==> config.mk <==
export PLATFORM = sky130hd
export DESIGN_NAME = pasr_top
export DESIGN_NICKNAME = d
export VERILOG_FILES = /design/src/rtl/pasr_pkg.sv /design/src/rtl/pasr_top.sv /design/src/rtl/pasr_strap_sync.sv
export SDC_FILE = /design/constraint.sdc
export NUM_CORES = 1
export LEC_CHECK = 0
export BUFFER_PORTS_ARGS = -buffer_cell sky130_fd_sc_hd__buf_2
export CAP_MARGIN = 0
export CORE_MARGIN = 3
export CORE_UTILIZATION = 47
export DETAILED_ROUTE_END_ITERATION = 8
export PLACE_DENSITY = 0.77
export SLEW_MARGIN = 10
export SYNTH_ARGS = -nofsm -noshare
export SYNTH_HDL_FRONTEND = slang
export SYNTH_HIERARCHICAL = 1
export SYNTH_SLANG_ARGS = --single-unit
export TNS_END_PERCENT = 100
==> constraint.sdc <==
create_clock -name clk -period 2.35 [get_ports clk]
set_input_delay 0.47 -clock clk [delete_from_list [all_inputs] [get_ports clk]]
set_output_delay 0.47 -clock clk [all_outputs]
set_load 0.05 [all_outputs]
==> src/rtl/pasr_pkg.sv <==
/*
  pasr_pkg: constants and carrier types for the address strap and reset block.
  assumes a single 10 MHz clock and a 5-bit register address space.
*/
package pasr_pkg;

  // ---------------------------------------------------------------
  // register map
  // ---------------------------------------------------------------
  localparam logic [4:0]  REG_PHY_CTRL   = 5'h19;   // phy_control_reg
  localparam int          ADDR_LSB       = 0;       // strap address field low bit
  localparam int          ADDR_W         = 5;       // strap address field width
  localparam int          DONE_BIT       = 5;       // read-only sampling-done flag
  localparam int          CTL_LSB        = 6;       // plain control field low bit
  localparam int          CTL_W          = 10;      // plain control field width
  localparam logic [15:0] CTRL_RST       = 16'h0000;
  localparam logic [4:0]  ISOLATE_ADDR   = 5'h00;   // address that isolates
  localparam logic [4:0]  PINS_RELEASED  = 5'h1F;   // all enables off (active low)
  localparam logic [4:0]  PINS_DRIVEN    = 5'h00;

  // ---------------------------------------------------------------
  // timing
  // ---------------------------------------------------------------
  localparam int          CLK_PERIOD_NS    = 100;
  localparam int          STRAP_SETTLE_NS  = 2000;  // pins released before latch
  localparam int          STRAP_SETTLE_CYC = (STRAP_SETTLE_NS + CLK_PERIOD_NS - 1) / CLK_PERIOD_NS;
  localparam int          CNT_W            = 5;
  localparam logic [4:0]  SETTLE_LAST      = 5'(STRAP_SETTLE_CYC - 1);
  localparam logic [4:0]  CNT_RST          = 5'h00;

  // ---------------------------------------------------------------
  // types
  // ---------------------------------------------------------------
  typedef enum logic [0:0] {ST_SAMPLE, ST_RUN} pasr_state_e;

  // indicator sources, bit n shares pin n with strap address bit n
  typedef struct packed {
    logic duplex_polarity_indicator;
    logic link_indicator;
    logic receive_indicator;
    logic transmit_indicator;
    logic collision_indicator;
  } pasr_led_s;

  // register access request from the management engine
  typedef struct packed {
    logic        wr;
    logic        rd;
    logic [4:0]  addr;
    logic [15:0] wdata;
  } pasr_reg_req_s;

endpackage

==> src/rtl/pasr_top.sv <==
/*
  pasr_top: samples the five address straps after reset, keeps the address in
  the phy control register, raises isolation for the all-zero address and then
  hands the shared pins back to the indicator drivers.
  assumes a management engine on the same clock issues register requests,
  and that each pad resolves level from led_out and led_oe_n.
*/
`timescale 1ns/1ps
`default_nettype none

// What this block does
// five straps select one of 32 addresses
// all-zero strap address raises isolation
// strap pin n latched into bit n
// active-high reset restores all register defaults
// every reset samples the straps again
// register access keeps working while isolated
// pins return to indicator drive after sampling
module pasr_top
(
  // clock and reset
  input  wire logic                   clk,
  input  wire logic                   rst,
  // shared strap/indicator pins
  input  wire logic [4:0]             pin_in,
  output logic      [4:0]             led_out,
  output logic      [4:0]             led_oe_n,
  // indicator sources from the phy core
  input  wire pasr_pkg::pasr_led_s    led_src,
  // register access
  input  wire pasr_pkg::pasr_reg_req_s reg_req,
  output logic      [15:0]            reg_rdata,
  output logic                        reg_rvalid,
  // status to the rest of the phy
  output logic      [4:0]             phy_addr,
  output logic                        isolate,
  output logic                        strap_done
);

  // ---------------------------------------------------------------
  // pin synchroniser
  // ---------------------------------------------------------------
  logic [4:0] strap_sync;

  pasr_strap_sync u_sync
  (
    .clk      (clk),
    .pin_in   (pin_in),
    .pin_sync (strap_sync)
  );

  // ---------------------------------------------------------------
  // state
  // ---------------------------------------------------------------
  pasr_pkg::pasr_state_e              state_r;
  pasr_pkg::pasr_state_e              state_nxt;
  logic [pasr_pkg::CNT_W-1:0]         cnt_r;
  logic [pasr_pkg::CNT_W-1:0]         cnt_nxt;
  logic [pasr_pkg::ADDR_W-1:0]        addr_r;
  logic [pasr_pkg::ADDR_W-1:0]        addr_nxt;
  logic [pasr_pkg::CTL_W-1:0]         ctl_r;
  logic [pasr_pkg::CTL_W-1:0]         ctl_nxt;
  logic                               done_r;
  logic                               done_nxt;
  logic                               iso_r;
  logic                               iso_nxt;
  logic [15:0]                        rdata_r;
  logic [15:0]                        rdata_nxt;
  logic                               rvalid_r;
  logic                               rvalid_nxt;
  logic [4:0]                         led_r;
  logic [4:0]                         led_nxt;
  logic [4:0]                         oe_n_r;
  logic [4:0]                         oe_n_nxt;
  logic                               latch_now;
  logic                               hit;

  // register hit decode, used for reads and writes
  function automatic logic reg_hit(input logic [4:0] a);
    reg_hit = (a == pasr_pkg::REG_PHY_CTRL);
  endfunction

  // read image of the control register
  function automatic logic [15:0] ctrl_image(input logic [pasr_pkg::CTL_W-1:0] c,
                                             input logic d,
                                             input logic [pasr_pkg::ADDR_W-1:0] a);
    ctrl_image = {c, d, a};
  endfunction

  assign hit       = reg_hit(reg_req.addr);
  assign latch_now = (state_r == pasr_pkg::ST_SAMPLE) && (cnt_r == pasr_pkg::SETTLE_LAST);

  // ---------------------------------------------------------------
  // sequencer: release pins, settle, latch, run
  // ---------------------------------------------------------------
  always_comb
  begin
    state_nxt = state_r;
    cnt_nxt   = cnt_r;
    done_nxt  = done_r;
    unique case (state_r)
      pasr_pkg::ST_SAMPLE:
      begin
        cnt_nxt = cnt_r + 5'h01;
        if (latch_now)
        begin
          state_nxt = pasr_pkg::ST_RUN;
          cnt_nxt   = pasr_pkg::CNT_RST;
          done_nxt  = 1'b1;
        end
      end
      pasr_pkg::ST_RUN:
      begin
        cnt_nxt = pasr_pkg::CNT_RST;
      end
    endcase
  end

  // ---------------------------------------------------------------
  // control register and isolation
  // ---------------------------------------------------------------
  always_comb
  begin
    addr_nxt = addr_r;
    ctl_nxt  = ctl_r;
    if (reg_req.wr && hit)
    begin
      addr_nxt = reg_req.wdata[pasr_pkg::ADDR_LSB +: pasr_pkg::ADDR_W];
      ctl_nxt  = reg_req.wdata[pasr_pkg::CTL_LSB +: pasr_pkg::CTL_W];
    end
    // strap latch wins over a write to the address field in the same cycle
    if (latch_now)
    begin
      addr_nxt = strap_sync;
    end
    iso_nxt = done_nxt && (addr_nxt == pasr_pkg::ISOLATE_ADDR);
  end

  // ---------------------------------------------------------------
  // register read port, independent of isolation
  // ---------------------------------------------------------------
  always_comb
  begin
    rvalid_nxt = reg_req.rd;
    rdata_nxt  = 16'h0000;                    // unmapped reads as zero
    if (reg_req.rd && hit)
    begin
      rdata_nxt = ctrl_image(ctl_r, done_r, addr_r);
    end
  end

  // ---------------------------------------------------------------
  // pin drive: released while sampling, indicators afterwards
  // ---------------------------------------------------------------
  always_comb
  begin
    if (done_nxt)
    begin
      led_nxt  = led_src;
      oe_n_nxt = pasr_pkg::PINS_DRIVEN;
    end
    else
    begin
      led_nxt  = 5'h00;
      oe_n_nxt = pasr_pkg::PINS_RELEASED;
    end
  end

  // ---------------------------------------------------------------
  // registers
  // ---------------------------------------------------------------
  always_ff @(posedge clk)
  begin
    if (rst)
    begin
      state_r  <= pasr_pkg::ST_SAMPLE;
      cnt_r    <= pasr_pkg::CNT_RST;
      addr_r   <= pasr_pkg::CTRL_RST[pasr_pkg::ADDR_LSB +: pasr_pkg::ADDR_W];
      ctl_r    <= pasr_pkg::CTRL_RST[pasr_pkg::CTL_LSB +: pasr_pkg::CTL_W];
      done_r   <= 1'b0;
      iso_r    <= 1'b0;
      rdata_r  <= 16'h0000;
      rvalid_r <= 1'b0;
      led_r    <= 5'h00;
      oe_n_r   <= pasr_pkg::PINS_RELEASED;
    end
    else
    begin
      state_r  <= state_nxt;
      cnt_r    <= cnt_nxt;
      addr_r   <= addr_nxt;
      ctl_r    <= ctl_nxt;
      done_r   <= done_nxt;
      iso_r    <= iso_nxt;
      rdata_r  <= rdata_nxt;
      rvalid_r <= rvalid_nxt;
      led_r    <= led_nxt;
      oe_n_r   <= oe_n_nxt;
    end
  end

  // outputs straight from flops
  assign led_out    = led_r;
  assign led_oe_n   = oe_n_r;
  assign reg_rdata  = rdata_r;
  assign reg_rvalid = rvalid_r;
  assign phy_addr   = addr_r;
  assign isolate    = iso_r;
  assign strap_done = done_r;

  // ---------------------------------------------------------------
  // checks
  // ---------------------------------------------------------------
  addr_range_a: assert property (
    @(posedge clk) disable iff (rst)
    latch_now |=> (phy_addr == $past(strap_sync)) && strap_done)
    else $error("strap address not taken as phy address");

  isolate_zero_a: assert property (
    @(posedge clk) disable iff (rst)
    isolate == (strap_done && (phy_addr == pasr_pkg::ISOLATE_ADDR)))
    else $error("isolation does not follow zero address");

  strap_bits_a: assert property (
    @(posedge clk) disable iff (rst)
    reg_req.rd && hit |=> (reg_rdata[pasr_pkg::ADDR_LSB +: pasr_pkg::ADDR_W] == $past(phy_addr))
      && (reg_rdata[pasr_pkg::DONE_BIT] == $past(strap_done)))
    else $error("strap bits misplaced in control register");

  reset_default_a: assert property (
    @(posedge clk) disable iff (rst)
    $past(rst) |-> (ctl_r == pasr_pkg::CTRL_RST[pasr_pkg::CTL_LSB +: pasr_pkg::CTL_W])
      && !strap_done && !isolate && !reg_rvalid)
    else $error("register not at default after reset");

  resample_a: assert property (
    @(posedge clk) disable iff (rst)
    $fell(rst) |-> (!strap_done throughout (##19 1'b1)) ##1 strap_done)
    else $error("straps not resampled over settle time after reset");

  mgmt_isolated_a: assert property (
    @(posedge clk) disable iff (rst)
    isolate && reg_req.rd && hit |=> reg_rvalid && (reg_rdata[4:0] == 5'h00)
      && reg_rdata[pasr_pkg::DONE_BIT])
    else $error("register read lost while isolated");

  led_release_a: assert property (
    @(posedge clk) disable iff (rst)
    (led_oe_n == (strap_done ? pasr_pkg::PINS_DRIVEN : pasr_pkg::PINS_RELEASED))
      and (strap_done |=> led_out == $past(led_src)))
    else $error("pin drive not matched to sampling phase");

endmodule

`default_nettype wire

==> src/rtl/pasr_strap_sync.sv <==
/*
  pasr_strap_sync: two-flop synchroniser for the five strap/indicator pins.
  assumes the pin levels are asynchronous to clk; data pipeline, not reset,
  so the pins are tracked while reset is held.
*/
`timescale 1ns/1ps
`default_nettype none

module pasr_strap_sync
(
  // clock
  input  wire logic       clk,
  // pins and synchronised levels
  input  wire logic [4:0] pin_in,
  output logic      [4:0] pin_sync
);

  // ---------------------------------------------------------------
  // two flops per pin
  // ---------------------------------------------------------------
  genvar g;
  generate
    for (g = 0; g < 5; g++)
    begin : g_bit
      logic meta_r;
      logic sync_r;
      // first flop feeds only the second
      always_ff @(posedge clk)
      begin
        meta_r <= pin_in[g];
        sync_r <= meta_r;
      end
      assign pin_sync[g] = sync_r;
    end
  endgenerate

endmodule

`default_nettype wire

-- Word-level counts from Yosys, hierarchy flattened
Index checks and enable logic that the tools add are counted.
- reduce and logical (&&, ||, !) cells: 7
- muxes and demuxes: 9
- equality and inequality tests: 2
- add/subtract/negate cells: 1
- bitwise operators: 3
- operators with widths (cell ; count):
    2-to-1 mux 5 bit ; 4
    equality test 5 bit (second input constant) ; 2
    one-hot mux 5 bit (2 select lines) ; 1
    adder 5 x 1 -> 5 bit (second input constant) ; 1
    zero test 5 bit ; 1
    logical AND 1 bit ; 4
    2-to-1 mux 1 bit ; 4
    OR reduction 2 bit ; 2
    inverter 1 bit ; 3
- logic and storage cells: 42
- output and inout port bits: 34
- register bits: 60
- input bits: 35

-- Depth between registers and ports, before layout
Gate-level depths: netlist (run 1).
- word-level depth: 6
- depth in mapped cells: 7
- mapped depth without buffers: 6

-- By module
The synthesis (run 1) kept the hierarchy.
- modules (own cells, without submodules) (module ; times used ; cells each ; seq. area each (um^2) ; area an instance (um^2)):
    pasr_top ; 1 ; 164 ; 920.9 ; 1569.0
    pasr_strap_sync ; 1 ; 15 ; 200.2 ; 237.7

-- Least setup slack after synthesis (run 1)
No wires, ideal clock.
- path type: input to register
- start point: input reg_req[18] in the netlist's numbering
- end point: register iso_r, in the netlist isolate
- library setup time: 117 ps
- path slack: 445 ps
- arrival time: 1789 ps
- data required time: 2233 ps
- stages on the path: 7
- buffers on the path: 2
- path through: or3b_1 buf_2 or2_1 clkbuf_2 mux2i_1 o211ai_1 and4b_1
- word-level cells in the longest chain between the ends: 6
- ends and longest elaborated chain (element ; line ; source):
    start, declared ; pasr_top.sv:31 ; input wire pasr_pkg::pasr_reg_req_s reg_req,
    equality test 5 bit ; pasr_top.sv:80 ; reg_hit = (a == pasr_pkg::REG_PHY_CTRL);
    logical AND 1 bit ; pasr_top.sv:126 ; if (reg_req.wr && hit)
    2-to-1 mux 5 bit ; pasr_top.sv:126 ;
    2-to-1 mux 5 bit ; pasr_top.sv:132 ; if (latch_now)
    zero test 5 bit ; pasr_top.sv:136 ; iso_nxt = done_nxt && (addr_nxt == pasr_pkg::ISOLATE_ADDR);
    logical AND 1 bit ; pasr_top.sv:136 ;
    end signal, assigned ; pasr_top.sv:194 ; iso_r <= iso_nxt;
    end, declared ; pasr_top.sv:65 ; logic iso_r;
No other way between the ends.
A chain may end at the register's enable or synchronous reset.

-- Worst setup path in the final report (run 1)
- start point: register cnt_r[0] in the netlist's numbering
- end point: register iso_r, in the netlist isolate
- word-level cells in the longest chain between the ends: 5
- elaborated cells on any way between the ends: 7
- classes of those cells: eq/ne: 1; mux: 3; reduce/logical: 3
- ends and longest elaborated chain (element ; line ; source):
    start, declared ; pasr_top.sv:57 ; logic [pasr_pkg::CNT_W-1:0] cnt_r;
    start signal, assigned ; pasr_top.sv:177 ; cnt_r <= pasr_pkg::CNT_RST;
    start signal, assigned ; pasr_top.sv:190 ; cnt_r <= cnt_nxt;
    equality test 5 bit (*) ; pasr_top.sv:91 ; assign latch_now = (state_r == pasr_pkg::ST_SAMPLE) && (cnt_r == pasr_pkg::SETTLE_LAST);
    logical AND 1 bit (*) ; pasr_top.sv:91 ;
    2-to-1 mux 5 bit or 2-to-1 mux 1 bit (tied branches) ; pasr_top.sv:132, pasr_top.sv:105 ;
    zero test 5 bit or 2-to-1 mux 1 bit (tied branches) ; pasr_top.sv:136, pasr_top.sv:101 ;
    logical AND 1 bit (*) ; pasr_top.sv:136 ;
Every way passes the cells marked *; elsewhere a longest branch is shown, timed or not.

==> results of run 1 <==
-- state kept, by name, indices dropped and copies added (netlist names) --
register / count
led_oe_n: 1
strap_done: 1
reg_rvalid: 1
isolate: 1
u_sync/g_bit.sync_r: 5
phy_addr: 5
reg_rdata: 16
u_sync/g_bit.meta_r: 5
ctl_r: 10
state_r: 1
cnt_r: 5
led_out: 5
-- layer usage --
layer | share of wire | vias to the layer above | track usage
li1 | - | 681 | -
met1 | 0.43 | 599 | 0.171
met2 | 0.49 | 45 | 0.258
met3 | 0.077 | 6 | 0.0394
met4 | 0.011 | 0 | 0.0744
met5 | 0 | - | 0
-- power by group through the flow --
stage,Sequential [mW],Combinational [mW],Clock (mW)
final,0.972,0.0600,0.623
after global routing,0.974,0.0683,0.674
after CTS,0.972,0.0610,0.635
after detailed placement,0.994,0.0607,0
after global placement,0.993,0.0595,0
after floorplan,0.997,0.0285,0
-- layout by cell type (no fill, tap or decap), drive strengths merged --
master and instances:
and4b 1, nand2b 1, nor2 12, a21oi 13, or3 2, mux2i 1
a211oi 1, a31oi 2, xnor2 1, buf 70, xor2 2, and2 21
nand3 3, or3b 1, ha 1, inv 6, nor3b 1, or2 2
o211ai 1, o2bb2ai 2, dfxtp 56, nand2 24, nand4bb 1, nor2b 4
o21ai 2, bufinv 1, nor3 2, clkbuf 6
-- kinds of logic after synthesis --
group                    share of synthesized area
AND/OR/NAND/NOR                              0.213
flip-flops                                   0.621
buffers and inverters                       0.0665
AO/OA/AOI/OAI                               0.0727
XOR/XNOR                                    0.0145
multiplexers                               0.00554
adder cells (fa/ha/maj)                    0.00692
-- Yosys cell counts, types with 2 or more instances --
| master | number | area, um^2 |
|---|---|---|
| nor2_1 | 12 | 45.0 |
| nor2b_1 | 4 | 25.0 |
| o2bb2ai_1 | 2 | 17.5 |
| clkbuf_1 | 5 | 18.8 |
| o21ai_0 | 2 | 10.0 |
| inv_1 | 5 | 18.8 |
| and2_1 | 21 | 131 |
| dfxtp_1 | 56 | 1120 |
| xor2_1 | 2 | 17.5 |
| nor3_1 | 2 | 10.0 |
| a21oi_1 | 12 | 60.1 |
| buf_4 | 9 | 67.6 |
| a31oi_1 | 2 | 12.5 |
| nand2_1 | 24 | 90.1 |
| nand3_1 | 3 | 15.0 |
| or3_1 | 2 | 12.5 |
| buf_2 | 2 | 10.0 |
-- cell type report --
class	count	area, um^2	area share
Multi-Input combinational cell	101	566	0.253
Tap cell	46	57.6	0.0258
Inverter	5	18.8	0.00841
Sequential cell	56	1120	0.502
Timing Repair Buffer	70	358	0.160
Clock buffer	6	72.6	0.0325
Clock inverter	2	38.8	0.0174
-- worst max-delay path by stage --
stage	startpoint	endpoint	slack, ps	depth (start not counted)
6_report	cnt_r[0]$_SDFF_PP0_	isolate$_SDFF_PP0_	460	6
5_1_grt	cnt_r[0]$_SDFF_PP0_	isolate$_SDFF_PP0_	260	6
4_1_cts	cnt_r[0]$_SDFF_PP0_	isolate$_SDFF_PP0_	430	6
3_5_place_dp	reg_req[18]	isolate$_SDFF_PP0_	330	6
3_3_place_gp	reg_req[18]	isolate$_SDFF_PP0_	370	6
2_1_floorplan	reg_req[18]	isolate$_SDFF_PP0_	440	7
==> results.md, run 1 <==
* Status: finished clean
* Comb pwr share at 0.036
* Die Wd at 68 um
* PortBufs at 67
* Final Critical Period at 1890 ps
* Least-Margin Pin Slew at 392 ps
* Initial DRT Pass Iterations at 4
* Clk_lat worst skew at about 310 ps
* Vias in the first global route at 1204
* CTS Buffer Depth at 2
* Grt ovf at 0
* Placed cells at 278
* CTS tree: built
* Worst Clk Skew at 11.1 ps
* Final instance area at 0.00223 mm^2
* CP max stage cell: or2_2
* Vias at 1331
* Fin cells at 286
* Post-CTS Setup Bufs at 0
* Syn Inst Count at 179
* WP data arrival at 2150 ps
* Worst Path Required at 2610 ps
* Total negative slack at 0 ps
* Critical path's top delay family: simple AND/OR/NAND/NOR gates
* Filler instances at 319
* Rel. slew slack at 0.739
* Min Hold Slack at 257 ps
* Number of buffers created by CTS at 5
* Reg2Reg Depth at 6
* P_leak at between 1 and 1.5 nW
* Worst-path clk slew at 100 ps
* Fin crit share at 0.805
* Synthesized flop and latch total at 56
* CTS Hold Buffers Added at 0
* Max rail drop VDD at ~460 uV
* Initial DRC Count at 153
* GPL Wtd Cong at about 0.77
* H-tree Lvls at 2
* Inserted Diodes at 0
* Pins Over Slew Limit at 0
* Sink Count at 56
* Tot Pwr at around 1.7 mW
* Placed Area at 0.00212 mm^2
* Layout cells sized above 1 at 0.329
* Clock Power Share at 0.377
* Initial antenna violation count at 0
* CP Launch Type: flip-flop
* Total track usage at 0.150
* Synth-to-layout area growth at 23.5%
* Worst hold path depth at 1
* Max Cap Violations at 0
* Cell Pwr Density at 741 mW/mm^2
* Fin util at 0.634
* Reg2reg setup slack at 460 ps
* Final nets at 275
* Cell Area, Synth at around 0.0018 mm^2
* Final WS setup at 459 ps
* Die area at 0.00462 mm^2
* # rows at 21
* Switch share at 0.204
* Post-Route WL at 3270 um
* Crit-path max FO at 8
* Distinct cell type count of the synthesized netlist at 31
* Num ports at 69
* Crit end category: flip-flop
* Antenna-violating nets left at 0
* First-pass GRT wire length at 5100 um
* Root Buffer: clkbuf_8
* Place WS at 333 ps
* Initial Util at 0.513
* Worst Hold Class: input port to flip-flop
* Vias per inst at 4.65
* DP HPWL at 2400 um
* Mapped Nets at between 200 and 250
* Core area at 0.00352 mm^2
* CTS resizes at 0
* Largest net degree at the start of global routing at 20
* Max Freq at about 0.53 GHz
* Crit Path Class: flip-flop to flip-flop
* Worst Hold Launch: pin_in[4]
* Routed WL per cell at 11.4 um
* Post-synth EDFFs at 0
* Setup Viol. Count Final at 0
* Mean Syn Cell Area at approximately 10 um^2
* Slowest stage delay, CP at 410 ps
* Worst path cell trace: ha_1, nand4bb_1, or2_2, a21oi_4, o211ai_1, and4b_1
* Die Y at 68 um
* Critical R2R Launch: cnt_r[0]$_SDFF_PP0_
* Seq pwr share at 0.587
* Post-synthesis async set-or-reset flop share at 0
* R2r endpoint: isolate$_SDFF_PP0_
* Buf/Inv on CP at 0
* Int Pwr at between 1 and 1.5 mW
* Worst Hold Path EP: u_sync/g_bit[4].meta_r$_DFF_P_
* DRC viols at 0
* Seq/Total Area, Yosys at 0.620
* Switching power at ~0.34 mW
* RSZ-0062 raised after global routing: no
* Warnings, synthesis at 6
* Dominant synthesized flop cell: dfxtp_1
* Hold Fails Final Rpt at 0
Note: power is estimated with default switching activity, not from simulation.
==> inputs of run 2 (changes only) <==
ABC_AREA = 1   (was unset)
CORE_UTILIZATION = 43   (was 47)
PLACE_DENSITY = 0.74   (was 0.77)
clock period = 1.7 ns   (was 2.35 ns; I/O delays follow)
==> run 2 against run 1 <==
Effect of this change: maximum frequency grew 32%; sequential share of layout area fell by 0.64 points; synthesized cell count grew 13%; sequential power rose by 38%; routed wire length up 1.4%; critical path depth up 3; largest power group unchanged; worst setup slack lost 190 ps; sequential cell count is the same; total power grew 37%; non-clock buffer count decreased by 2.
==> results.md, run 2 <==
* Status: finished clean
* Dominant synthesized flop cell: dfxtp_1
* CP Launch Type: flip-flop
* Worst path cell trace: ha_1, nand3_2, nor2_4, nand2_4, clkinv_4, o21ai_4, nor2_1, nand2_1, nor2_1
* First-pass GRT wire length at 5450 um (+6.9%)
* Die Wd at 71.4 um (+4.9%)
* Mapped Nets at 238 (+11%)
* Total track usage at 0.137 (-0.0130)
* CTS Hold Buffers Added at 0 (unchanged)
* Synth-to-layout area growth at 23.1%
* Crit Path Class: flip-flop to flip-flop
* Placed cells at 306 (+10%)
* Final nets at 299 (+8.7%)
* Hold Fails Final Rpt at 0 (unchanged)
* Post-synth EDFFs at 0 (unchanged)
* Buf/Inv on CP at 1 (+1)
* Vias in the first global route at 1286 (+6.8%)
* H-tree Lvls at 2 (unchanged)
* Num ports at 69 (unchanged)
* Setup Viol. Count Final at 0 (unchanged)
* Commonest cells in the netlist: dfxtp_1 (56), nor2_1 (33), inv_1 (31), nand2_1 (16), a21oi_1 (14)
* Routed WL per cell at 10.6 um (-7.6%)
* Most frequent cells in the layout: buf_2 (67), dfxtp_1 (56), nor2_1 (33)
* Max reg flops at 16 (unchanged)
* Cell mode on critical path: nor2_1
* Critical path's top delay family: simple AND/OR/NAND/NOR gates
* Post-CTS Setup Bufs at 0 (unchanged)
* Post-Route WL at 3320 um (+1.4%)
* CP max stage cell: dfxtp_1
* RSZ-0062 raised after global routing: no
* Total negative slack at 0 ps (unchanged)
* Largest net degree at the start of global routing at 26 (+30%)
* Pins Over Slew Limit at 0 (unchanged)
* Sink Count at 56 (unchanged)
* Vias at 1363 (+2.4%)
* Die Y at 71.4 um (+4.9%)
* Min Hold Slack at 135 ps (-121 ps)
* Synthesized flop and latch total at 56 (unchanged)
* Slowest stage delay, CP at 360 ps (-50 ps)
* Synth area leaders: dfxtp_1 (61%), nor2_1 (6.7%), inv_1 (6.3%)
* Worst-path clk slew at 90 ps (about the same)
* WP data arrival at 1670 ps (-480 ps)
* Final Critical Period at 1430 ps (-458 ps)
* Grt ovf at 0 (unchanged)
* Initial DRT Pass Iterations at 4 (unchanged)
* Root Buffer: clkbuf_8
* Commonest non-fill, non-tap cell in the layout: buf_2
* PortBufs at 67 (unchanged)
* Seq/Total Area, Yosys at 0.610 (-0.0101)
* P_leak at 1.10 nW (+7.2%)
* Initial antenna violation count at 0 (unchanged)
* DP HPWL at 2490 um (+3.8%)
* Crit-path max FO at 8 (unchanged)
* Least-Margin Pin Slew at 369 ps (-23.6 ps)
* Crit end category: flip-flop
* Clk_lat worst skew at 300 ps (about the same)
* Fin cells at 314 (+9.8%)
* Initial Util at 0.453 (-0.0605)
* Worst Hold Class: input port to flip-flop
* Max Freq at 0.698 GHz (+32%)
* # rows at 23 (+9.5%)
* Largest area contributor in the netlist: dfxtp_1
* Layout cells sized above 1 at 0.326 (-0.00341)
* Mean Syn Cell Area at 9.09 um^2 (-9.9%)
* Die area at 0.00509 mm^2 (+10%)
* Worst Path Required at 1940 ps (-670 ps)
* Warnings, synthesis at 6 (unchanged)
* Vias per inst at 4.34 (-6.7%)
* Core area at 0.00406 mm^2 (+15%)
* Inserted Diodes at 0 (unchanged)
* Cell Area, Synth at 0.00184 mm^2 (+1.7%)
* DRC viols at 0 (unchanged)
* Rel. slew slack at 0.754 (+0.0155)
* Post-synthesis async set-or-reset flop share at 0 (unchanged)
* CTS resizes at 0 (unchanged)
* Cell Pwr Density at 1010 mW/mm^2 (+36%)
* Distinct cell type count of the synthesized netlist at 21 (-32%)
* Synth top area share at 0.610 (-0.0101)
* Worst Clk Skew at 5.14 ps (-5.98 ps)
* Max rail drop VDD at 611 uV (+31%)
* Fin crit share at 0.843 (+0.0384)
* Initial DRC Count at 36 (-76%)
* Antenna-violating nets left at 0 (unchanged)
* CTS tree: built
* CTS Buffer Depth at 2 (unchanged)
* Syn Inst Count at 202 (+13%)
* Number of buffers created by CTS at 5 (unchanged)
* Count leader, synth: dfxtp_1
* GPL Wtd Cong at 0.741 (-4.2%)
* Max Cap Violations at 0 (unchanged)
run 2: per-stage QoR:
step	power [mW]	util	setup slack [ps]	instance area, um^2
3_3_place_gp	1.47	0.531	253	2150
4_1_cts	2.31	0.557	252	2260
5_1_grt	2.37	0.557	145	2260
2_1_floorplan	1.43	-	406	1840
3_5_place_dp	1.47	0.531	230	2150
6_report	2.27	0.557	267	2260
run 2: metal layers:
metal / GRT usage / up-vias / share of wire
li1: - / 729 / -
met1: 0.154 / 590 / 0.40
met2: 0.236 / 37 / 0.51
met3: 0.0449 / 7 / 0.072
met4: 0.0626 / 0 / 0.018
met5: 0 / - / 0
run 2: worst reg2reg max path, stage by stage, from the launching register on:
cell,delay (ps)
dfxtp_1,360
ha_1,230
nand3_2,110
nor2_4,120
nand2_4,100
clkinv_4,80
o21ai_4,80
nor2_1,140
nand2_1,60
nor2_1,90
run 2: path summary, 6_finish.rpt:
kind / startpoint / slack [ps] / cells after the start / to
worst max-delay path: cnt_r[0]$_SDFF_PP0_ / 270 / 9 / isolate$_SDFF_PP0_
worst min-delay path: pin_in[4] / 140 / 1 / u_sync/g_bit[4].meta_r$_DFF_P_
worst max register to register: cnt_r[0]$_SDFF_PP0_ / 270 / 9 / isolate$_SDFF_PP0_
worst min register to register: u_sync/g_bit[1].meta_r$_DFF_P_ / 330 / 0 / u_sync/g_bit[1].sync_r$_DFF_P_
run 2: kinds of logic after synthesis:
logic type / share of synthesized area
AO/OA/AOI/OAI: 0.0797
XOR/XNOR: 0.00954
adder cells (fa/ha/maj): 0.00681
buffers and inverters: 0.119
flip-flops: 0.610
AND/OR/NAND/NOR: 0.175
run 2: layout make-up:
type	count	area, um^2
Multi-Input combinational cell	99	498
Fill cell	413	1800
Timing Repair Buffer	68	343
Sequential cell	56	1120
Clock inverter	2	35.0
Clock buffer	6	72.6
Tap cell	50	62.6
Inverter	33	129
run 2: report_power, final:
| part | internal, mW | leakage, nW | total, mW | switching (mW) |
|---|---|---|---|---|
| clock | 0.437 | 0.0552 | 0.831 | 0.394 |
| sequential | 1.33 | 0.456 | 1.34 | 0.00867 |
| combinational | 0.0440 | 0.591 | 0.0978 | 0.0538 |
| total | 1.82 | 1.10 | 2.27 | 0.456 |
==> inputs of run 3 (changes only) <==
ABC_AREA = 0   (was 1)
CORE_UTILIZATION = 42   (was 43)
PLACE_DENSITY = 0.73   (was 0.74)
clock period = 1.3 ns   (was 1.7 ns; I/O delays follow)
==> run 3 against run 2 <==
Effect of this change: the run now ends with setup timing left; core utilization is 3.8 points higher; critical path depth is 3 lower; count of clock-buffer cells in the layout stayed put; die area is 0.65% higher; highest routed layer unchanged; largest power group unchanged; global-route usage is 0.87 points higher; first-iteration DRC count is 50% higher; routed wire length is 6.8% higher; clock power is 4.2% higher; cell count is 3.8% lower; sequential share of layout area is 3.4 points lower; combinational power is 45% higher.
==> results.md, run 3 (same netlist as run 1, synthesis figures left out) <==
* Status: complete, but fails checks
* Failing checks: setup timing
* Crit end category: flip-flop
* # rows at 23 (unchanged)
* Comb pwr share at 0.051 (+0.008)
* Setup Viol. Count Final at 10 (+10)
* Pins Over Slew Limit at 0 (unchanged)
* CTS Buffer Depth at 2 (unchanged)
* Cell Pwr Density at 1140 mW/mm^2 (+13%)
* Worst Hold Launch: pin_in[1]
* Sink Count at 56 (unchanged)
* Final nets at 288 (-3.7%)
* Root Buffer: clkbuf_8
* Switching power at 0.580 mW (+27%)
* Max Freq at 0.687 GHz (-1.5%)
* GPL Wtd Cong at 0.763 (+2.9%)
* Least-Margin Pin Slew at 274 ps (-95.0 ps)
* Max reg flops at 16 (unchanged)
* Placed Area at 0.00225 mm^2 (+4.7%)
* Initial DRT Pass Iterations at 6 (+2)
* PortBufs at 67 (unchanged)
* Number of buffers created by CTS at 5 (unchanged)
* WP data arrival at 1700 ps (+30 ps)
* Antenna-violating nets left at 0 (unchanged)
* Total track usage at 0.146 (+0.00871)
* Worst Hold Class: input port to flip-flop
* Worst-path clk slew at 90 ps (about the same)
* Die Y at 71.6 um (+0.32%)
* Layout cells sized above 1 at 0.417 (+0.0909)
* Filler instances at 371 (-10%)
* Max rail drop VDD at 805 uV (+32%)
* Rel. slew slack at 0.818 (+0.0636)
* Max Cap Violations at 0 (unchanged)
* Commonest non-fill, non-tap cell in the layout: buf_2
* R2r endpoint: isolate$_SDFF_PP0_
* Worst Hold Path EP: u_sync/g_bit[1].meta_r$_DFF_P_
* Initial Util at 0.442 (-0.0105)
* Routed WL per cell at 11.7 um (+11%)
* Tot Pwr at 2.77 mW (+22%)
* Largest net degree at the start of global routing at 19 (-27%)
* CTS tree: built
* Reg2Reg Depth at 6 (-3)
* Inserted Diodes at 0 (unchanged)
* P_leak at 1.11 nW (+0.77%)
* DRC viols at 0 (unchanged)
* Grt ovf at 0 (unchanged)
* Initial DRC Count at 54 (+50%)
* Vias per inst at 4.47 (+2.9%)
* First-pass GRT wire length at 5720 um (+4.9%)
* Crit-path max FO at 4 (-4)
* Clock Power Share at 0.313 (-0.053)
* Die area at 0.00512 mm^2 (+0.65%)
* Final instance area at 0.00243 mm^2 (+7.6%)
* Clk_lat worst skew at 300 ps (about the same)
* Die Wd at 71.6 um (+0.32%)
* Min Hold Slack at 56.1 ps (-79.2 ps)
* CTS Hold Buffers Added at 0 (unchanged)
* Post-Route WL at 3540 um (+6.8%)
* H-tree Lvls at 2 (unchanged)
* Crit Path Class: flip-flop to flip-flop
* Vias at 1349 (-1.0%)
* Critical R2R Launch: cnt_r[0]$_SDFF_PP0_
* Synth-to-layout area growth at 34.7%
* Critical path origin: cnt_r[0]$_SDFF_PP0_
* Fin util at 0.596 (+0.0383)
* Initial antenna violation count at 0 (unchanged)
* Worst Path Required at 1540 ps (-400 ps)
* Worst Clk Skew at 1.88 ps (-3.26 ps)
* Fin crit share at 1.12 (+0.276)
* Final Critical Period at 1450 ps (+21.6 ps)
* Total negative slack at -622 ps (-622 ps)
* Num ports at 69 (unchanged)
* Core area at 0.00409 mm^2 (+0.71%)
* Reg2reg setup slack at -150 ps (-420 ps)
* RSZ-0062 raised after global routing: yes
* DP HPWL at 2660 um (+6.8%)
* Final WS setup at -155 ps (-422 ps)
* Seq pwr share at 0.636 (+0.045)
* Vias in the first global route at 1324 (+3.0%)
* Hold Fails Final Rpt at 0 (unchanged)
* Most frequent cells in the layout: buf_2 (67), dfxtp_1 (54), nand2_1 (24)
* Worst hold path depth at 1 (unchanged)
* Int Pwr at 2.19 mW (+20%)
* Switch share at 0.210 (+0.00876)
* CP Launch Type: flip-flop
run 3: cell types whose count changed in the layout (fill, tap and decap cells not counted), sizes merged, moves of 4 or more:
| cell | change |
|---|---|
| and2 | +21 |
| buf | +15 |
| inv | -27 |
| nand2 | +5 |
| nand3 | -11 |
| nor2 | -23 |
| nor2b | +4 |
| o21ai | -11 |
run 3: worst max-delay path by stage:
stage | endpoint | depth (start not counted)
final | isolate$_SDFF_PP0_ | 6
after global routing | isolate$_SDFF_PP0_ | 6
after CTS | isolate$_SDFF_PP0_ | 6
after detailed placement | isolate$_SDFF_PP0_ | 6
after global placement | isolate$_SDFF_PP0_ | 6
after floorplan | isolate$_SDFF_PP0_ | 7
run 3: worst max-delay path, stage by stage (launching register included):
cell,delay (ps)
dfxtp_2,360
ha_4,150
nand4bb_4,120
or2_4,290
a21oi_4,130
o211ai_1,90
and4b_1,260
run 3: stage by stage:
stage | worst slack, ps | std cells
after detailed placement | -416 | 293
after CTS | -135 | 301
after floorplan | -390 | 179
final | -155 | 302
after global routing | -222 | 302
after global placement | -387 | 293
run 3: per-layer routing:
layer,routed length (um),global-route usage
met5,0,0
met1,1450,0.166
met3,189,0.0379
met2,1800,0.244
met4,102,0.0898
run 3: what timing repair did:
action	CTS	global route
endpoints found under the setup margin	26	42
buffers inserted	1	1
gates resized for setup	4	12
pin swaps	7	1
run 3: area by class of cell:
class | instances | area, um^2 | share of cell area
clock inverters | 1 | 5.00 | 0.00206
clock buffers | 6 | 72.6 | 0.0298
flip-flops and latches | 56 | 1120 | 0.462
repair buffers | 83 | 467 | 0.192
well taps | 50 | 62.6 | 0.0257
multi-input cells | 101 | 684 | 0.281
inverters | 5 | 18.8 | 0.00771
run 3: power groups by stage:
| stage | combinational (mW) | sequential, mW | clock [mW] |
|---|---|---|---|
| floorplan | 0.0577 | 1.81 | 0 |
| global placement | 0.126 | 1.80 | 0 |
| detailed placement | 0.130 | 1.80 | 0 |
| CTS | 0.135 | 1.76 | 0.898 |
| global route | 0.158 | 1.77 | 0.975 |
| finish | 0.142 | 1.76 | 0.866 |
